### src/sscf_pkg.sv
package sscf_pkg;

  // register indices; byte address is four times the index
  localparam logic [3:0] IDX_DATA          = 4'h0;
  localparam logic [3:0] IDX_FEATURE_ERROR = 4'h1;
  localparam logic [3:0] IDX_SECTOR_COUNT  = 4'h2;
  localparam logic [3:0] IDX_SECTOR_NUMBER = 4'h3;
  localparam logic [3:0] IDX_CYLINDER_LOW  = 4'h4;
  localparam logic [3:0] IDX_CYLINDER_HIGH = 4'h5;
  localparam logic [3:0] IDX_DRIVE_HEAD    = 4'h6;
  localparam logic [3:0] IDX_CMD_STATUS    = 4'h7;
  localparam logic [3:0] IDX_CONFIG        = 4'h8;
  localparam logic [3:0] IDX_SEC_STATE     = 4'h9;
  localparam int unsigned IDX_LSB          = 2;
  localparam int unsigned MAP_MSB          = 5;

  // opcodes
  localparam logic [7:0] CMD_SET_PWD       = 8'hF1;
  localparam logic [7:0] CMD_UNLOCK        = 8'hF2;
  localparam logic [7:0] CMD_ERASE_PREP    = 8'hF3;
  localparam logic [7:0] CMD_ERASE_UNIT    = 8'hF4;
  localparam logic [7:0] CMD_FREEZE        = 8'hF5;
  localparam logic [3:0] CMD_SEEK_HI       = 4'h7;

  // status and error bit positions
  localparam int unsigned STS_BSY          = 7;
  localparam int unsigned STS_DRDY         = 6;
  localparam int unsigned STS_DRQ          = 3;
  localparam int unsigned STS_ERR          = 0;
  localparam int unsigned ERR_ABRT         = 2;
  localparam int unsigned ERR_IDNF         = 4;

  // parameter sector layout
  localparam int unsigned CTRL_ID_BIT      = 0;
  localparam int unsigned CTRL_LVL_BIT     = 8;
  localparam int unsigned PWD_WORDS        = 16;
  localparam int unsigned DH_LBA_BIT       = 6;

  // configuration and reset values
  localparam int unsigned CFG_SEC_EN       = 0;
  localparam logic [7:0]  CFG_RESET        = 8'h01;
  localparam logic [2:0]  UNLOCK_TRIES     = 3'h5;
  localparam logic [7:0]  TF_RESET         = 8'h00;

  typedef enum logic [1:0] {
    ST_IDLE = 2'b00,
    ST_DATA = 2'b01,
    ST_EXEC = 2'b10
  } sscf_state_t;

  typedef struct packed {
    logic [7:0] feature;
    logic [7:0] sec_cnt;
    logic [7:0] sec_num;
    logic [7:0] cyl_lo;
    logic [7:0] cyl_hi;
    logic [7:0] dh;
  } sscf_taskfile_t;

  typedef struct packed {
    logic       frozen;
    logic       locked;
    logic       lock_en;
    logic       level_max;
    logic [2:0] tries;
  } sscf_secstate_t;

endpackage

### src/sscf_security_cmd.sv
// What this block does
// - erase unit takes one sector; aborts when the password does not match
// - erase unit aborts unless the previous command was a completed erase prepare
// - freeze lock puts the device into frozen state
// - frozen: set password, unlock, erase unit are aborted
// - frozen clears only by power-on or hardware reset
// - freeze lock while frozen completes normally and stays frozen
// - freeze lock completion writes zero into sector count
// - without security feature set, freeze opcode runs as wear-level command
// - set password sector: word0 bit0 id, bit8 level, words 1-16 password
// - user high: store user password, lock from next reset, user or master unlocks
// - user maximum: store user password, lock next reset, only user unlocks
// - master id: store master password, lock enable and level unchanged
// - unlock master: compare at high level, reject at maximum level
// - unlock user: compare against stored user password
// - attempt counter starts at five, decrements on failed unlock compare while locked
// - counter zero aborts unlock and erase unit until reset
// - unlock while unlocked leaves the counter unchanged
// - seek only range-checks the address and reports out-of-range errors
//
// The AHB-Lite interface to the registers is this design's own decision.
module sscf_security_cmd #(
  parameter int unsigned ADDR_W       = 32,
  parameter int unsigned SECTOR_WORDS = 256,
  parameter int unsigned NUM_CYL      = 980,
  parameter int unsigned NUM_HEAD     = 16,
  parameter int unsigned NUM_SPT      = 32
) (
  // clock and resets
  input  wire logic              hclk,
  input  wire logic              hresetn,
  input  wire logic              por_n,
  // ahb-lite slave
  input  wire logic              hsel,
  input  wire logic [ADDR_W-1:0] haddr,
  input  wire logic [1:0]        htrans,
  input  wire logic              hwrite,
  input  wire logic [2:0]        hsize,
  input  wire logic [31:0]       hwdata,
  input  wire logic              hready,
  output logic      [31:0]       hrdata,
  output logic                   hreadyout,
  output logic                   hresp,
  // events
  output logic                   intrq,
  output logic                   erase_pulse,
  output logic                   wear_level_pulse
);

  localparam int unsigned WC_W = $clog2(SECTOR_WORDS);
  localparam logic [27:0] TOTAL_LBA = 28'(NUM_CYL * NUM_HEAD * NUM_SPT);
  localparam logic [WC_W-1:0] LAST_WORD = WC_W'(SECTOR_WORDS - 1);

  sscf_pkg::sscf_state_t    state_ff;
  sscf_pkg::sscf_state_t    nxt_state;
  sscf_pkg::sscf_taskfile_t tf_ff;
  sscf_pkg::sscf_secstate_t sec_w;
  logic [7:0]               cmd_ff;
  logic [7:0]               cfg_ff;
  logic [15:0]              ctrl_ff;
  logic [255:0]             pwd_buf_ff;
  logic [255:0]             user_pwd_ff;
  logic [255:0]             master_pwd_ff;
  logic [WC_W-1:0]          word_cnt_ff;
  logic                     wr_pend_ff;
  logic [3:0]               wr_idx_ff;
  logic                     bsy_ff;
  logic                     drq_ff;
  logic                     err_ff;
  logic                     abrt_ff;
  logic                     idnf_ff;
  logic                     frozen_ff;
  logic                     locked_ff;
  logic                     load_lock_ff;
  logic                     lock_en_ff;
  logic                     level_max_ff;
  logic                     prep_ok_ff;
  logic [2:0]               tries_ff;
  logic                     x_abort;
  logic                     x_idnf;

  // bus decode
  wire        acc      = hsel & htrans[1] & hready;
  wire        mapped   = (haddr[ADDR_W-1:sscf_pkg::MAP_MSB+1] == '0);
  wire [3:0]  a_idx    = mapped ? haddr[sscf_pkg::MAP_MSB:sscf_pkg::IDX_LSB] : 4'hF;
  wire        rd_acc   = acc & ~hwrite;
  wire        wr_en    = wr_pend_ff;
  wire        sts_rd   = rd_acc & (a_idx == sscf_pkg::IDX_CMD_STATUS);
  wire        cmd_go   = wr_en & (wr_idx_ff == sscf_pkg::IDX_CMD_STATUS) & (state_ff == sscf_pkg::ST_IDLE);
  wire        data_go  = wr_en & (wr_idx_ff == sscf_pkg::IDX_DATA) & (state_ff == sscf_pkg::ST_DATA);
  wire        tf_wr    = wr_en & ~bsy_ff & ~drq_ff;
  wire [7:0]  wbyte    = hwdata[7:0];
  wire        last_w   = data_go & (word_cnt_ff == LAST_WORD);
  wire        in_exec  = (state_ff == sscf_pkg::ST_EXEC);
  wire        sec_en   = cfg_ff[sscf_pkg::CFG_SEC_EN];

  function automatic logic needs_sector(input logic [7:0] op);
    return (op == sscf_pkg::CMD_SET_PWD) | (op == sscf_pkg::CMD_UNLOCK) | (op == sscf_pkg::CMD_ERASE_UNIT);
  endfunction

  // status and error bytes
  wire [7:0] status_byte = 8'h00 | (8'(bsy_ff) << sscf_pkg::STS_BSY) | (8'(~bsy_ff) << sscf_pkg::STS_DRDY)
                         | (8'(drq_ff) << sscf_pkg::STS_DRQ) | (8'(err_ff) << sscf_pkg::STS_ERR);
  wire [7:0] error_byte  = (8'(abrt_ff) << sscf_pkg::ERR_ABRT) | (8'(idnf_ff) << sscf_pkg::ERR_IDNF);
  assign sec_w = '{frozen: frozen_ff, locked: locked_ff, lock_en: lock_en_ff,
                   level_max: level_max_ff, tries: tries_ff};

  wire [7:0] rd_byte =
      (a_idx == sscf_pkg::IDX_FEATURE_ERROR) ? error_byte :
      (a_idx == sscf_pkg::IDX_SECTOR_COUNT)  ? tf_ff.sec_cnt :
      (a_idx == sscf_pkg::IDX_SECTOR_NUMBER) ? tf_ff.sec_num :
      (a_idx == sscf_pkg::IDX_CYLINDER_LOW)  ? tf_ff.cyl_lo :
      (a_idx == sscf_pkg::IDX_CYLINDER_HIGH) ? tf_ff.cyl_hi :
      (a_idx == sscf_pkg::IDX_DRIVE_HEAD)    ? tf_ff.dh :
      (a_idx == sscf_pkg::IDX_CMD_STATUS)    ? status_byte :
      (a_idx == sscf_pkg::IDX_CONFIG)        ? cfg_ff :
      (a_idx == sscf_pkg::IDX_SEC_STATE)     ? 8'(sec_w) : 8'h00;

  // password selection and compare
  wire sel_master     = ctrl_ff[sscf_pkg::CTRL_ID_BIT];
  wire new_max        = ctrl_ff[sscf_pkg::CTRL_LVL_BIT];
  wire master_refused = sel_master & level_max_ff;
  wire pwd_match      = ~master_refused & (pwd_buf_ff == (sel_master ? master_pwd_ff : user_pwd_ff));

  wire        is_seek  = (cmd_ff[7:4] == sscf_pkg::CMD_SEEK_HI);
  wire [27:0] lba      = {tf_ff.dh[3:0], tf_ff.cyl_hi, tf_ff.cyl_lo, tf_ff.sec_num};
  // head compared at full width, a 4-bit head count of 16 would wrap to 0
  wire        chs_ok   = ({tf_ff.cyl_hi, tf_ff.cyl_lo} < 16'(NUM_CYL))
                       & ({28'h000_0000, tf_ff.dh[3:0]} < NUM_HEAD)
                       & (tf_ff.sec_num != 8'h00) & (tf_ff.sec_num <= 8'(NUM_SPT));
  wire        addr_ok  = tf_ff.dh[sscf_pkg::DH_LBA_BIT] ? (lba < TOTAL_LBA) : chs_ok;

  always_comb begin
    x_abort = 1'b0;
    x_idnf  = 1'b0;
    unique case (cmd_ff)
      sscf_pkg::CMD_SET_PWD:    x_abort = ~sec_en | frozen_ff;
      sscf_pkg::CMD_UNLOCK:     x_abort = ~sec_en | frozen_ff | (tries_ff == 3'h0) | ~pwd_match;
      sscf_pkg::CMD_ERASE_PREP: x_abort = ~sec_en;
      sscf_pkg::CMD_ERASE_UNIT: x_abort = ~sec_en | frozen_ff | (tries_ff == 3'h0) | ~prep_ok_ff | ~pwd_match;
      sscf_pkg::CMD_FREEZE:     x_abort = 1'b0;
      default: begin
        x_abort = ~is_seek;
        x_idnf  = is_seek & ~addr_ok;
      end
    endcase
  end

  wire exec_ok = in_exec & ~x_abort & ~x_idnf;
  wire do_set  = exec_ok & (cmd_ff == sscf_pkg::CMD_SET_PWD);
  wire do_unl  = exec_ok & (cmd_ff == sscf_pkg::CMD_UNLOCK);
  wire do_ers  = exec_ok & (cmd_ff == sscf_pkg::CMD_ERASE_UNIT);
  wire do_frz  = exec_ok & (cmd_ff == sscf_pkg::CMD_FREEZE) & sec_en;
  // failed compare only counts while locked
  wire unl_miss = in_exec & (cmd_ff == sscf_pkg::CMD_UNLOCK) & sec_en & ~frozen_ff & locked_ff
                & (tries_ff != 3'h0) & ~master_refused & ~pwd_match;

  always_comb begin
    nxt_state = state_ff;
    unique case (state_ff)
      sscf_pkg::ST_IDLE: if (cmd_go) begin
        nxt_state = needs_sector(wbyte) ? sscf_pkg::ST_DATA : sscf_pkg::ST_EXEC;
      end
      sscf_pkg::ST_DATA: if (last_w) begin
        nxt_state = sscf_pkg::ST_EXEC;
      end
      sscf_pkg::ST_EXEC: nxt_state = sscf_pkg::ST_IDLE;
      default:           nxt_state = sscf_pkg::ST_IDLE;
    endcase
  end

  // bus slave: zero wait states, always okay
  always_ff @(posedge hclk or negedge hresetn) begin
    if (!hresetn) begin
      wr_pend_ff <= 1'b0;
      wr_idx_ff  <= 4'h0;
      hrdata     <= 32'h0000_0000;
      hreadyout  <= 1'b1;
      hresp      <= 1'b0;
    end else begin
      wr_pend_ff <= acc & hwrite;
      wr_idx_ff  <= a_idx;
      hreadyout  <= 1'b1;
      hresp      <= 1'b0;
      if (rd_acc) begin
        hrdata <= {24'h00_0000, rd_byte};
      end
    end
  end

  // task file; host writes ignored while busy or transferring
  always_ff @(posedge hclk or negedge hresetn) begin
    if (!hresetn) begin
      tf_ff  <= '{default: sscf_pkg::TF_RESET};
      cfg_ff <= sscf_pkg::CFG_RESET;
      cmd_ff <= 8'h00;
    end else begin
      if (tf_wr && wr_idx_ff == sscf_pkg::IDX_FEATURE_ERROR) tf_ff.feature <= wbyte;
      if (tf_wr && wr_idx_ff == sscf_pkg::IDX_SECTOR_NUMBER) tf_ff.sec_num <= wbyte;
      if (tf_wr && wr_idx_ff == sscf_pkg::IDX_CYLINDER_LOW)  tf_ff.cyl_lo  <= wbyte;
      if (tf_wr && wr_idx_ff == sscf_pkg::IDX_CYLINDER_HIGH) tf_ff.cyl_hi  <= wbyte;
      if (tf_wr && wr_idx_ff == sscf_pkg::IDX_DRIVE_HEAD)    tf_ff.dh      <= wbyte;
      if (tf_wr && wr_idx_ff == sscf_pkg::IDX_CONFIG)        cfg_ff        <= wbyte;
      if (do_frz) begin
        tf_ff.sec_cnt <= 8'h00;
      end else if (tf_wr && wr_idx_ff == sscf_pkg::IDX_SECTOR_COUNT) begin
        tf_ff.sec_cnt <= wbyte;
      end
      if (cmd_go) cmd_ff <= wbyte;
    end
  end

  // sequencer and parameter sector capture
  always_ff @(posedge hclk or negedge hresetn) begin
    if (!hresetn) begin
      state_ff    <= sscf_pkg::ST_IDLE;
      word_cnt_ff <= '0;
      ctrl_ff     <= 16'h0000;
      pwd_buf_ff  <= '0;
    end else begin
      state_ff <= nxt_state;
      if (cmd_go) word_cnt_ff <= '0;
      else if (data_go) word_cnt_ff <= word_cnt_ff + 1'b1;
      // sector layout, words past the password are dropped
      if (data_go && word_cnt_ff == '0) ctrl_ff <= hwdata[15:0];
      if (data_go && word_cnt_ff != '0 && word_cnt_ff <= WC_W'(sscf_pkg::PWD_WORDS)) begin
        pwd_buf_ff[4'(word_cnt_ff - 1'b1) * 16 +: 16] <= hwdata[15:0];
      end
    end
  end

  // status, error and interrupt; completion set wins over status-read clear
  always_ff @(posedge hclk or negedge hresetn) begin
    if (!hresetn) begin
      bsy_ff  <= 1'b0;
      drq_ff  <= 1'b0;
      err_ff  <= 1'b0;
      abrt_ff <= 1'b0;
      idnf_ff <= 1'b0;
      intrq   <= 1'b0;
    end else begin
      if (cmd_go) begin
        bsy_ff  <= ~needs_sector(wbyte);
        drq_ff  <= needs_sector(wbyte);
        err_ff  <= 1'b0;
        abrt_ff <= 1'b0;
        idnf_ff <= 1'b0;
      end else if (last_w) begin
        bsy_ff <= 1'b1;
        drq_ff <= 1'b0;
      end else if (in_exec) begin
        bsy_ff  <= 1'b0;
        err_ff  <= x_abort | x_idnf;
        abrt_ff <= x_abort;
        idnf_ff <= x_idnf;
      end
      if (in_exec) intrq <= 1'b1;
      else if (sts_rd || cmd_go) intrq <= 1'b0;
    end
  end

  // volatile security state, cleared by hardware reset
  always_ff @(posedge hclk or negedge hresetn) begin
    if (!hresetn) begin
      frozen_ff    <= 1'b0;
      locked_ff    <= 1'b0;
      load_lock_ff <= 1'b1;
      prep_ok_ff   <= 1'b0;
      tries_ff     <= sscf_pkg::UNLOCK_TRIES;
    end else begin
      load_lock_ff <= 1'b0;
      if (do_frz) frozen_ff <= 1'b1;
      // lock taken from enable at reset release
      if (load_lock_ff) locked_ff <= lock_en_ff;
      else if (do_unl || do_ers) locked_ff <= 1'b0;
      // any other command breaks the pair
      if (in_exec) prep_ok_ff <= exec_ok & (cmd_ff == sscf_pkg::CMD_ERASE_PREP);
      if (unl_miss) tries_ff <= tries_ff - 3'h1;
    end
  end

  // stored passwords survive hardware reset, cleared at power-on; erase unit also clears the user password
  always_ff @(posedge hclk or negedge por_n) begin
    if (!por_n) begin
      user_pwd_ff   <= '0;
      master_pwd_ff <= '0;
      lock_en_ff    <= 1'b0;
      level_max_ff  <= 1'b0;
    end else begin
      // user password sets lock and level
      if (do_set && !sel_master) begin
        user_pwd_ff  <= pwd_buf_ff;
        lock_en_ff   <= 1'b1;
        level_max_ff <= new_max;
      end
      // master leaves lock and level alone
      if (do_set && sel_master) master_pwd_ff <= pwd_buf_ff;
      if (do_ers) begin
        user_pwd_ff  <= '0;
        lock_en_ff   <= 1'b0;
        level_max_ff <= 1'b0;
      end
    end
  end

  always_ff @(posedge hclk or negedge hresetn) begin
    if (!hresetn) begin
      erase_pulse      <= 1'b0;
      wear_level_pulse <= 1'b0;
    end else begin
      erase_pulse      <= do_ers;
      wear_level_pulse <= in_exec & (cmd_ff == sscf_pkg::CMD_FREEZE) & ~sec_en;
    end
  end

  wire ex_set = in_exec & (cmd_ff == sscf_pkg::CMD_SET_PWD);
  wire ex_unl = in_exec & (cmd_ff == sscf_pkg::CMD_UNLOCK);
  wire ex_ers = in_exec & (cmd_ff == sscf_pkg::CMD_ERASE_UNIT);
  wire ex_frz = in_exec & (cmd_ff == sscf_pkg::CMD_FREEZE);

  property p_erase_mismatch;
    @(posedge hclk) disable iff (!hresetn) ex_ers && !pwd_match |=> abrt_ff && err_ff;
  endproperty
  a_erase_mismatch: assert property (p_erase_mismatch) else $error("erase with wrong password not aborted");

  property p_erase_prep;
    @(posedge hclk) disable iff (!hresetn) ex_ers && !prep_ok_ff |=> abrt_ff ##1 !prep_ok_ff;
  endproperty
  a_erase_prep: assert property (p_erase_prep) else $error("erase without prepare not aborted");

  property p_freeze;
    @(posedge hclk) disable iff (!hresetn) ex_frz && sec_en |=> frozen_ff && !err_ff && intrq && tf_ff.sec_cnt == 8'h00;
  endproperty
  a_freeze: assert property (p_freeze) else $error("freeze did not complete frozen with zero count");

  property p_frozen_abort;
    @(posedge hclk) disable iff (!hresetn) (ex_set || ex_unl || ex_ers) && frozen_ff |=> abrt_ff && err_ff;
  endproperty
  a_frozen_abort: assert property (p_frozen_abort) else $error("command not aborted while frozen");

  property p_frozen_sticky;
    @(posedge hclk) disable iff (!hresetn) frozen_ff |=> frozen_ff [*4];
  endproperty
  a_frozen_sticky: assert property (p_frozen_sticky) else $error("frozen state cleared");

  property p_wear;
    @(posedge hclk) disable iff (!hresetn) ex_frz && !sec_en |=> wear_level_pulse && $stable(frozen_ff) ##1 !wear_level_pulse;
  endproperty
  a_wear: assert property (p_wear) else $error("freeze opcode not run as wear level");

  property p_set_user;
    @(posedge hclk) disable iff (!hresetn || !por_n)
      do_set && !sel_master |=> lock_en_ff && user_pwd_ff == $past(pwd_buf_ff) && level_max_ff == $past(new_max);
  endproperty
  a_set_user: assert property (p_set_user) else $error("user password not stored");

  property p_set_master;
    @(posedge hclk) disable iff (!hresetn || !por_n)
      do_set && sel_master |=> master_pwd_ff == $past(pwd_buf_ff) && $stable(lock_en_ff) && $stable(level_max_ff);
  endproperty
  a_set_master: assert property (p_set_master) else $error("master password set changed lock state");

  property p_master_max;
    @(posedge hclk) disable iff (!hresetn) ex_unl && sel_master && level_max_ff |=> abrt_ff && $stable(tries_ff);
  endproperty
  a_master_max: assert property (p_master_max) else $error("master unlock accepted at maximum level");

  property p_tries_dec;
    @(posedge hclk) disable iff (!hresetn) unl_miss |=> tries_ff == $past(tries_ff) - 3'h1 && abrt_ff;
  endproperty
  a_tries_dec: assert property (p_tries_dec) else $error("failed unlock did not decrement counter");

  property p_tries_zero;
    @(posedge hclk) disable iff (!hresetn) (ex_unl || ex_ers) && tries_ff == 3'h0 |=> abrt_ff && locked_ff == $past(locked_ff);
  endproperty
  a_tries_zero: assert property (p_tries_zero) else $error("command accepted with counter exhausted");

  property p_unlocked_keep;
    @(posedge hclk) disable iff (!hresetn) ex_unl && !locked_ff |=> $stable(tries_ff);
  endproperty
  a_unlocked_keep: assert property (p_unlocked_keep) else $error("counter moved while unlocked");

  property p_seek;
    @(posedge hclk) disable iff (!hresetn) in_exec && is_seek |=> err_ff == !$past(addr_ok) && idnf_ff == err_ff;
  endproperty
  a_seek: assert property (p_seek) else $error("seek range check wrong");

  property p_complete;
    @(posedge hclk) disable iff (!hresetn) in_exec |=> !bsy_ff && !drq_ff && intrq && state_ff == sscf_pkg::ST_IDLE;
  endproperty
  a_complete: assert property (p_complete) else $error("command did not complete");

  c_freeze:  cover property (@(posedge hclk) disable iff (!hresetn) do_frz);
  c_unlock:  cover property (@(posedge hclk) disable iff (!hresetn) do_unl && locked_ff);
  c_erase:   cover property (@(posedge hclk) disable iff (!hresetn) do_ers);
  c_seekerr: cover property (@(posedge hclk) disable iff (!hresetn) in_exec && x_idnf);

endmodule

### config.mk
export PLATFORM = sky130hd
export DESIGN_NAME = sscf_security_cmd
export DESIGN_NICKNAME = d
export VERILOG_FILES = /design/src/sscf_pkg.sv /design/src/sscf_security_cmd.sv
export SDC_FILE = /design/constraint.sdc
export NUM_CORES = 1
export LEC_CHECK = 0
export BUFFER_PORTS_ARGS = -buffer_cell sky130_fd_sc_hd__clkbuf_2
export CAP_MARGIN = 20
export CORE_MARGIN = 4
export CORE_UTILIZATION = 45
export DETAILED_ROUTE_END_ITERATION = 7
export PLACE_DENSITY = 0.64
export SLEW_MARGIN = 30
export SYNTH_ARGS = -nofsm -noshare
export SYNTH_HDL_FRONTEND = slang
export SYNTH_SLANG_ARGS = --single-unit
export TNS_END_PERCENT = 20
### constraint.sdc
create_clock -name hclk -period 3.3 [get_ports hclk]
set_clock_uncertainty 0.05 [all_clocks]
set_input_delay 0.33 -clock hclk [delete_from_list [all_inputs] [get_ports hclk]]
set_output_delay 0.33 -clock hclk [all_outputs]
set_load 0.01 [all_outputs]
==> results.txt, run 1 <==
----------------------------------------------------
[Status]
  Outcome ... finished with violations
  Violated checks ... setup timing

[Timing]
  Max-slew violation count ... 0
  Post-route setup TNS ... -154.41 ns
  Pin slew with the least headroom to its limit ... approximately 0.85 ns
  Number of endpoints with negative hold slack in the final report ... 0
  Unrepaired setup endpoints after global routing ... yes
  Final period utilization ... 1.19
  Max Clock Freq ... roughly 250 MHz
  Final-layout worst hold slack ... 0.0444 ns
  Fin crit period ... 3.94 ns
  Final setup vio count ... approximately 270
  Crit path setup slack, layout ... -0.639 ns
  Worst relative slew slack ... 0.430

[Clocking]
  Deepest level of the CTS H-tree ... 3
  Number of clock sinks seen by CTS ... just under 900
  TritonCTS Buffers ... 93
  Clock-pin slew on the worst setup and hold paths ... around 0.060 ns
  Clk Latency, worst-skew pair ... ~0.69 ns
  Cell at the root of the clock tree ... sky130_fd_sc_hd__clkbuf_16
  Max Buffers Root-to-Sink ... 3
  TritonCTS clock tree ... built

[Synth]
  Number of flops mapped to enable cells by yosys ... 0
  Post-synthesis instance area ... just under 40000 um2
  Most used DFF post-synth ... sky130_fd_sc_hd__dfrtp_1
  Unique cell type count in the Yosys netlist ... 59
  Post-synthesis cell count ... ~3800
  Share of flip-flops with an asynchronous set or reset ... 1.00
  Syn. warnings ... 0
  Sequential fraction of the synthesis area ... 0.561
  Syn avg cell area ... 10.3 um2
  Number of synthesized register bits ... 866

[Detailed routing]
  Remaining DRCs ... 0
  Post-route antenna net violation count ... 0
  Routed length per instance ... ~25 um
  Routed WL ... about 130000 um
  Number of design-rule violations left by the first detailed-router iteration ... ~3100
  Pre-antenna DRT Iters ... 7
  Routed vias ... about 30000
  Routed via count divided by cell count ... about 5.8

[Global routing]
  Global-route wire length before repair ... around 190000 um
  Global route overflow ... 0
  Total GRT Usage ... 0.283
  Antenna violations before repair ... 1
  Number of global-route vias before repair ... slightly above 30000
  Pin count of the biggest net entering global routing ... 102

[Placement]
  Placed Cells incl. Taps ... 5003
  HPWL after detailed placement ... 82200 um
  I/O Buffers ... 63
  Post-detailed-placement cell area ... 41800 um2
  Global placement routability congestion ... 0.925

[Floorplan]
  Standard cell core area ... ~85000 um2
  Die X-Extent ... between 300 and 400 um
  Effective utilization at floorplan ... 0.454
  Boundary Pins ... about 110
  Die Area ... roughly 91000 um2
  Die Y-Extent ... ~300 um
  # rows ... around 110

[Final layout]
  Number of nets in the final layout ... 4104
  # fillers ... between 7000 and 8000
  Sequential Area ... 21700 um2
  Post-route non-filler standard cell count ... 5242
  Commonest non-fill, non-tap cell in the layout ... sky130_fd_sc_hd__nand2_1
  Fraction of final layout cells sized beyond drive strength 1 ... 0.164
  Fraction of the core area covered by cells at the end of the flow ... 0.549
  Area used by multi-input combinational logic ... ~16000 um2
  Synthesis-to-layout area growth ... 20.9%
  Antenna Cells ... 0
  Design area ... roughly 47000 um2
  Top library cells by usage in the layout, fill and taps aside ... sky130_fd_sc_hd__nand2_1 (1167), sky130_fd_sc_hd__dfrtp_1 (861), sky130_fd_sc_hd__o21ai_0 (280)

[Setup path]
  WP data required ... 3.85 ns
  Endpoint type of the worst setup path ... register
  Category of the critical setup timing path ... reg2reg
  Type of origin of the critical path ... register
  Crit Path Max Fanout ... 7
  R2r startpoint ... ctrl_ff[0]$_DFFE_PN0P_
  Beginning of the critical path ... ctrl_ff[0]$_DFFE_PN0P_
  Arrival time worst endpoint ... roughly 4.5 ns

[Job]
  Total of max-cap violations ... 0

[Power]
  Peak supply drop ... a little over 400 uV
  P_leak ... 22.9 nW
  Pwr per Cell Area ... 475 nW/um2

[Min path]
  Worst min path class ... in2reg
  Hold path startpoint ... haddr[29]

----------------------------------------------------
-- synthesized netlist by cell type (all sizes together) (5+ instances only) --
| library cell | count | area share |
|---|---|---|
| a22o | 268 | 0.061 |
| nor2b | 9 | 0.0015 |
| and3 | 5 | 0.00081 |
| clkbuf | 143 | 0.014 |
| a211oi | 8 | 0.0016 |
| nand4 | 31 | 0.0050 |
| a22oi | 7 | 0.0014 |
| xnor2 | 138 | 0.031 |
| a21oi | 13 | 0.0017 |
| nor2 | 68 | 0.0066 |
| a221oi | 16 | 0.0036 |
| xor2 | 12 | 0.0027 |
| mux2i | 270 | 0.070 |
| mux2 | 56 | 0.016 |
| ha | 9 | 0.0029 |
| nor4 | 59 | 0.0099 |
| o2bb2ai | 45 | 0.010 |
| o22ai | 32 | 0.0052 |
| nand2b | 9 | 0.0015 |
| buf | 110 | 0.022 |
| nand3 | 32 | 0.0041 |
| dfrtp | 862 | 0.56 |
| nand2 | 1167 | 0.11 |
| or3 | 6 | 0.00097 |
| nor3 | 15 | 0.0019 |
| nand3b | 5 | 0.00097 |
| o21ai | 283 | 0.037 |
| inv | 19 | 0.0018 |
-- sequential cells by signal, indices dropped and copies added (netlist names), 3 cells and up --
name,count
word_cnt_ff,8
master_pwd_ff,256
pwd_buf_ff,256
hrdata,8
tf_ff,12
lba,28
user_pwd_ff,256
tries_ff,3
cmd_ff,8
wr_idx_ff,4
cfg_ff,8
-- layer usage --
metal	up-vias	routed length [um]	share of wire	GRT usage
met1	15300	53400	0.41	0.387
li1	13500	-	-	-
met3	339	11600	0.089	0.0596
met5	-	30	0.00023	0
met2	1416	59100	0.45	0.435
met4	4	6790	0.052	0.133
-- layout make-up --
class | instances | area share
inverter | 19 | 0.00153
clock inverter | 36 | 0.00875
tap | 1144 | 0.0306
sequential | 866 | 0.464
clock buffer | 137 | 0.0583
multi-input combinational | 2643 | 0.344
timing repair buffer | 397 | 0.0926
-- worst paths after layout --
path	endpoint	slack, ns	cells after the start
worst max-delay path	user_pwd_ff[218]$_DFFE_PN0P_	-0.64	17
worst min-delay path	wr_idx_ff[2]$_DFF_PN0_	0.04	4
worst max register to register	user_pwd_ff[218]$_DFFE_PN0P_	-0.64	17
worst min register to register	master_pwd_ff[204]$_DFFE_PN0P_	0.41	2
max in group asynchronous	master_pwd_ff[86]$_DFFE_PN0P_	2.01	3
min in group asynchronous	user_pwd_ff[140]$_DFFE_PN0P_	0.17	2
-- timing repair --
action                                  in CTS  in global routing
hold buffers                                 7                  0
endpoints found under the setup margin     266                390
hold endpoints to repair                   123                  0
pin swaps                                   79                 64
buffers inserted                            19                 11
gates cloned                                15                 15
resized for setup                           91                 48
-- through the flow --
stage | setup WS (ns) | total power [mW]
2_1_floorplan | 0.383 | 11.1
3_3_place_gp | -0.891 | 11.6
3_5_place_dp | -0.812 | 11.6
4_1_cts | -0.469 | 22.3
5_1_grt | -0.662 | 22.8
6_report | -0.639 | 22.2
-- kinds of logic after synthesis --
group | count (synthesis) | share of synthesized area
AOI/OAI and AO/OA | 706 | 0.128
xor gates and xnor gates | 150 | 0.0340
adders and majority gates | 9 | 0.00291
buffers and inverters | 272 | 0.0377
DFF | 866 | 0.561
muxes | 326 | 0.0862
other | 2 | 0.000194
and+or+nand+nor | 1424 | 0.150
-- worst max-delay path, cell delays in order, from the launching register on --
cell                      delay, ns
sky130_fd_sc_hd__dfrtp_4       0.51
sky130_fd_sc_hd__buf_12        0.17
sky130_fd_sc_hd__buf_16        0.14
sky130_fd_sc_hd__buf_16        0.14
sky130_fd_sc_hd__mux2i_4       0.19
sky130_fd_sc_hd__xnor2_2       0.16
sky130_fd_sc_hd__nor4_4        0.39
sky130_fd_sc_hd__buf_4         0.17
sky130_fd_sc_hd__nand4_1       0.12
sky130_fd_sc_hd__nor4_2        0.30
sky130_fd_sc_hd__buf_4         0.16
sky130_fd_sc_hd__nand4_1       0.18
sky130_fd_sc_hd__buf_6         0.21
sky130_fd_sc_hd__o21ai_4       0.25
sky130_fd_sc_hd__buf_12        0.20
sky130_fd_sc_hd__buf_12        0.17
sky130_fd_sc_hd__buf_16        0.14
sky130_fd_sc_hd__a22o_1        0.15
-- power breakdown --
group	internal (mW)	switching, mW	total (mW)
clock	6.22	4.54	10.8
sequential	10.7	0.0302	10.7
combinational	0.246	0.518	0.764
total	17.1	5.09	22.2
No activity file was read; power rests on OpenSTA's default activity.
==> inputs of run 2 (changes only) <==
CORE_MARGIN = 8   (was 4)
==> results.txt, run 2 (same netlist as run 1, synthesis figures left out) <==
----------------------------------------------------
[Timing]
  Fin crit period ... 3.97 ns
  Post-route setup TNS ... -161.64 ns
  Max-slew violation count ... 0
  Final period utilization ... 1.20
  Final-layout worst hold slack ... approximately 0.043 ns
  Pin slew with the least headroom to its limit ... between 0.8 and 0.9 ns
  Final setup vio count ... about 270
  Crit path setup slack, layout ... -0.669 ns
  Number of endpoints with negative hold slack in the final report ... 0
  Unrepaired setup endpoints after global routing ... yes
  Worst relative slew slack ... 0.415
  Max Clock Freq ... 252 MHz

[Global routing]
  Met2 Use GR ... 0.400
  Antenna violations before repair ... 5
  Pin count of the biggest net entering global routing ... 94
  Global-route wire length before repair ... approximately 190000 um
  Layer carrying the most global-route usage ... met2
  Routing usage on met3 ... 0.0520
  Number of global-route vias before repair ... roughly 30000
  Global-route track usage on met1 ... 0.368
  Global route overflow ... 0
  Total GRT Usage ... 0.263

[Status]
  Outcome ... finished with violations
  Violated checks ... setup timing

[Floorplan]
  Effective utilization at floorplan ... 0.454
  Standard cell core area ... approximately 85000 um2
  Die X-Extent ... roughly 300 um
  Die Area ... 95600 um2
  # rows ... ~110
  Die Y-Extent ... about 300 um
  Boundary Pins ... 112

[Power]
  P_leak ... about 22 nW
  Pwr per Cell Area ... ~490 nW/um2
  Peak supply drop ... about 430 uV
  Total chip power ... between 20 and 25 mW

[Clocking]
  Clk Latency, worst-skew pair ... 0.66 ns
  TritonCTS clock tree ... built
  Deepest level of the CTS H-tree ... 3
  Number of clock sinks seen by CTS ... roughly 870
  Max Buffers Root-to-Sink ... 3
  Clock-pin slew on the worst setup and hold paths ... 0.06 ns
  TritonCTS Buffers ... just over 90
  Cell at the root of the clock tree ... sky130_fd_sc_hd__clkbuf_16

[Setup path]
  Beginning of the critical path ... ctrl_ff[0]$_DFFE_PN0P_
  Crit Path Max Fanout ... slightly above 50
  Critical path buffers and inverters ... 6
  Largest incremental delay on the critical path ... approximately 0.52 ns
  Library cell contributing the largest single delay on the critical path ... sky130_fd_sc_hd__dfrtp_4
  Category of the critical setup timing path ... reg2reg
  Type of origin of the critical path ... register
  Category of cells accounting for the largest share of critical-path delay ... buffers and inverters
  Endpoint type of the worst setup path ... register
  R2r startpoint ... ctrl_ff[0]$_DFFE_PN0P_
  Number of cells on the critical path ... 14
  Most common cell type on the critical path ... sky130_fd_sc_hd__buf_4
  WP data required ... 3.79 ns
  Reg2reg path depth ... 14
  Arrival time worst endpoint ... ~4.5 ns
  Cell Chain, Critical Path ... buf_4, buf_12, buf_4, mux2i_2, o2bb2ai_1, nor4_2, nand3_1, nor4_4, buf_4, nand4_1, buf_6, o22a_4, buf_12, a22o_1

[Final layout]
  Post-route non-filler standard cell count ... between 5000 and 6000
  Synthesis-to-layout area growth ... 17.3%
  Number of nets in the final layout ... 4054
  Registers with the most flip-flops ... master_pwd_ff: 256 flops, pwd_buf_ff: 256 flops, user_pwd_ff: 256 flops
  Top library cells by usage in the layout, fill and taps aside ... sky130_fd_sc_hd__nand2_1 (1167), sky130_fd_sc_hd__dfrtp_1 (861), sky130_fd_sc_hd__o21ai_0 (281)
  Commonest non-fill, non-tap cell in the layout ... sky130_fd_sc_hd__nand2_1
  Fraction of final layout cells sized beyond drive strength 1 ... 0.147
  Fraction of the core area covered by cells at the end of the flow ... 0.533

[Min path]
  Worst min path class ... in2reg
  Hold path startpoint ... haddr[31]
  Hold Crit Depth ... 4

[Placement]
  I/O Buffers ... 63
  Placed Cells incl. Taps ... roughly 5000
  HPWL after detailed placement ... about 83000 um
  Global placement routability congestion ... 0.916

[Detailed routing]
  Number of design-rule violations left by the first detailed-router iteration ... 3377
  Routed vias ... roughly 30000
  Pre-antenna DRT Iters ... 8
  Routed WL ... ~130000 um
  Remaining DRCs ... 0
  Routed length per instance ... 24.6 um
  Routed via count divided by cell count ... slightly below 6
  Post-route antenna net violation count ... 0

[Job]
  Total of max-cap violations ... 0

----------------------------------------------------
## run 2: changes by cell type in the layout (fill, tap and decap cells not counted), moves of 7 or more
cell / change
sky130_fd_sc_hd__buf_6: -10
sky130_fd_sc_hd__mux2i_1: +15
sky130_fd_sc_hd__clkbuf_16: -10
sky130_fd_sc_hd__buf_12: -12
sky130_fd_sc_hd__mux2i_2: -10
sky130_fd_sc_hd__nor4_2: -7
sky130_fd_sc_hd__buf_16: -18
## run 2: per-layer routing
layer / part of all wire / wire length (um)
met3: 0.085 / 10800
met4: 0.049 / 6220
met5: 0.00016 / 21
met2: 0.44 / 56600
met1: 0.42 / 54000
## run 2: repair_timing
| item | 4_1_cts | 5_1_grt |
|---|---|---|
| hold endpoints to repair | 154 | 0 |
| cloned | 1 | 6 |
| hold buffers | 7 | 0 |
| setup endpoints to repair | 266 | 266 |
| pin swaps | 3 | 5 |
| resized for setup | 19 | 32 |
| setup buffers | 5 | 13 |
## run 2: path summary, 6_finish.rpt
check                                                 to  slack (ns)
max in group asynchronous  master_pwd_ff[68]$_DFFE_PN0P_        1.91
min                               wr_idx_ff[1]$_DFF_PN0_        0.04
min in group asynchronous   user_pwd_ff[205]$_DFFE_PN0P_        0.17
max                          user_pwd_ff[48]$_DFFE_PN0P_       -0.67
max reg2reg                  user_pwd_ff[48]$_DFFE_PN0P_       -0.67
min reg2reg                master_pwd_ff[28]$_DFFE_PN0P_        0.41
## run 2: cell type report
type | count | area (um2)
multi-input combinational | 2643 | 15900
clock buffer | 137 | 2780
fill | 7583 | 39800
clock inverter | 27 | 304
tap | 1144 | 1430
inverter | 19 | 71.3
timing repair buffer | 348 | 3180
antenna | 3 | 7.51
sequential | 866 | 21700
## run 2: stage by stage
stage	instance area [um2]	worst slack, ns
after floorplan	38800	0.383
final	45400	-0.669
after global routing	45400	-0.650
after global placement	41600	-0.982
after detailed placement	41600	-1.07
after CTS	44900	-0.559
## run 2: where the power goes
part	internal (mW)	switching, mW	total [mW]
combinational	0.231	0.507	0.738
sequential	10.7	0.0289	10.7
clock	6.22	4.42	10.6
## run 2: worst register-to-register path: cells and delay by family, from the launching register on
kind | cells | cell delay (ns)
mux | 1 | 0.25
flops | 1 | 0.52
compound gates | 3 | 0.85
simple gates | 4 | 1.10
buf+inv | 6 | 1.10
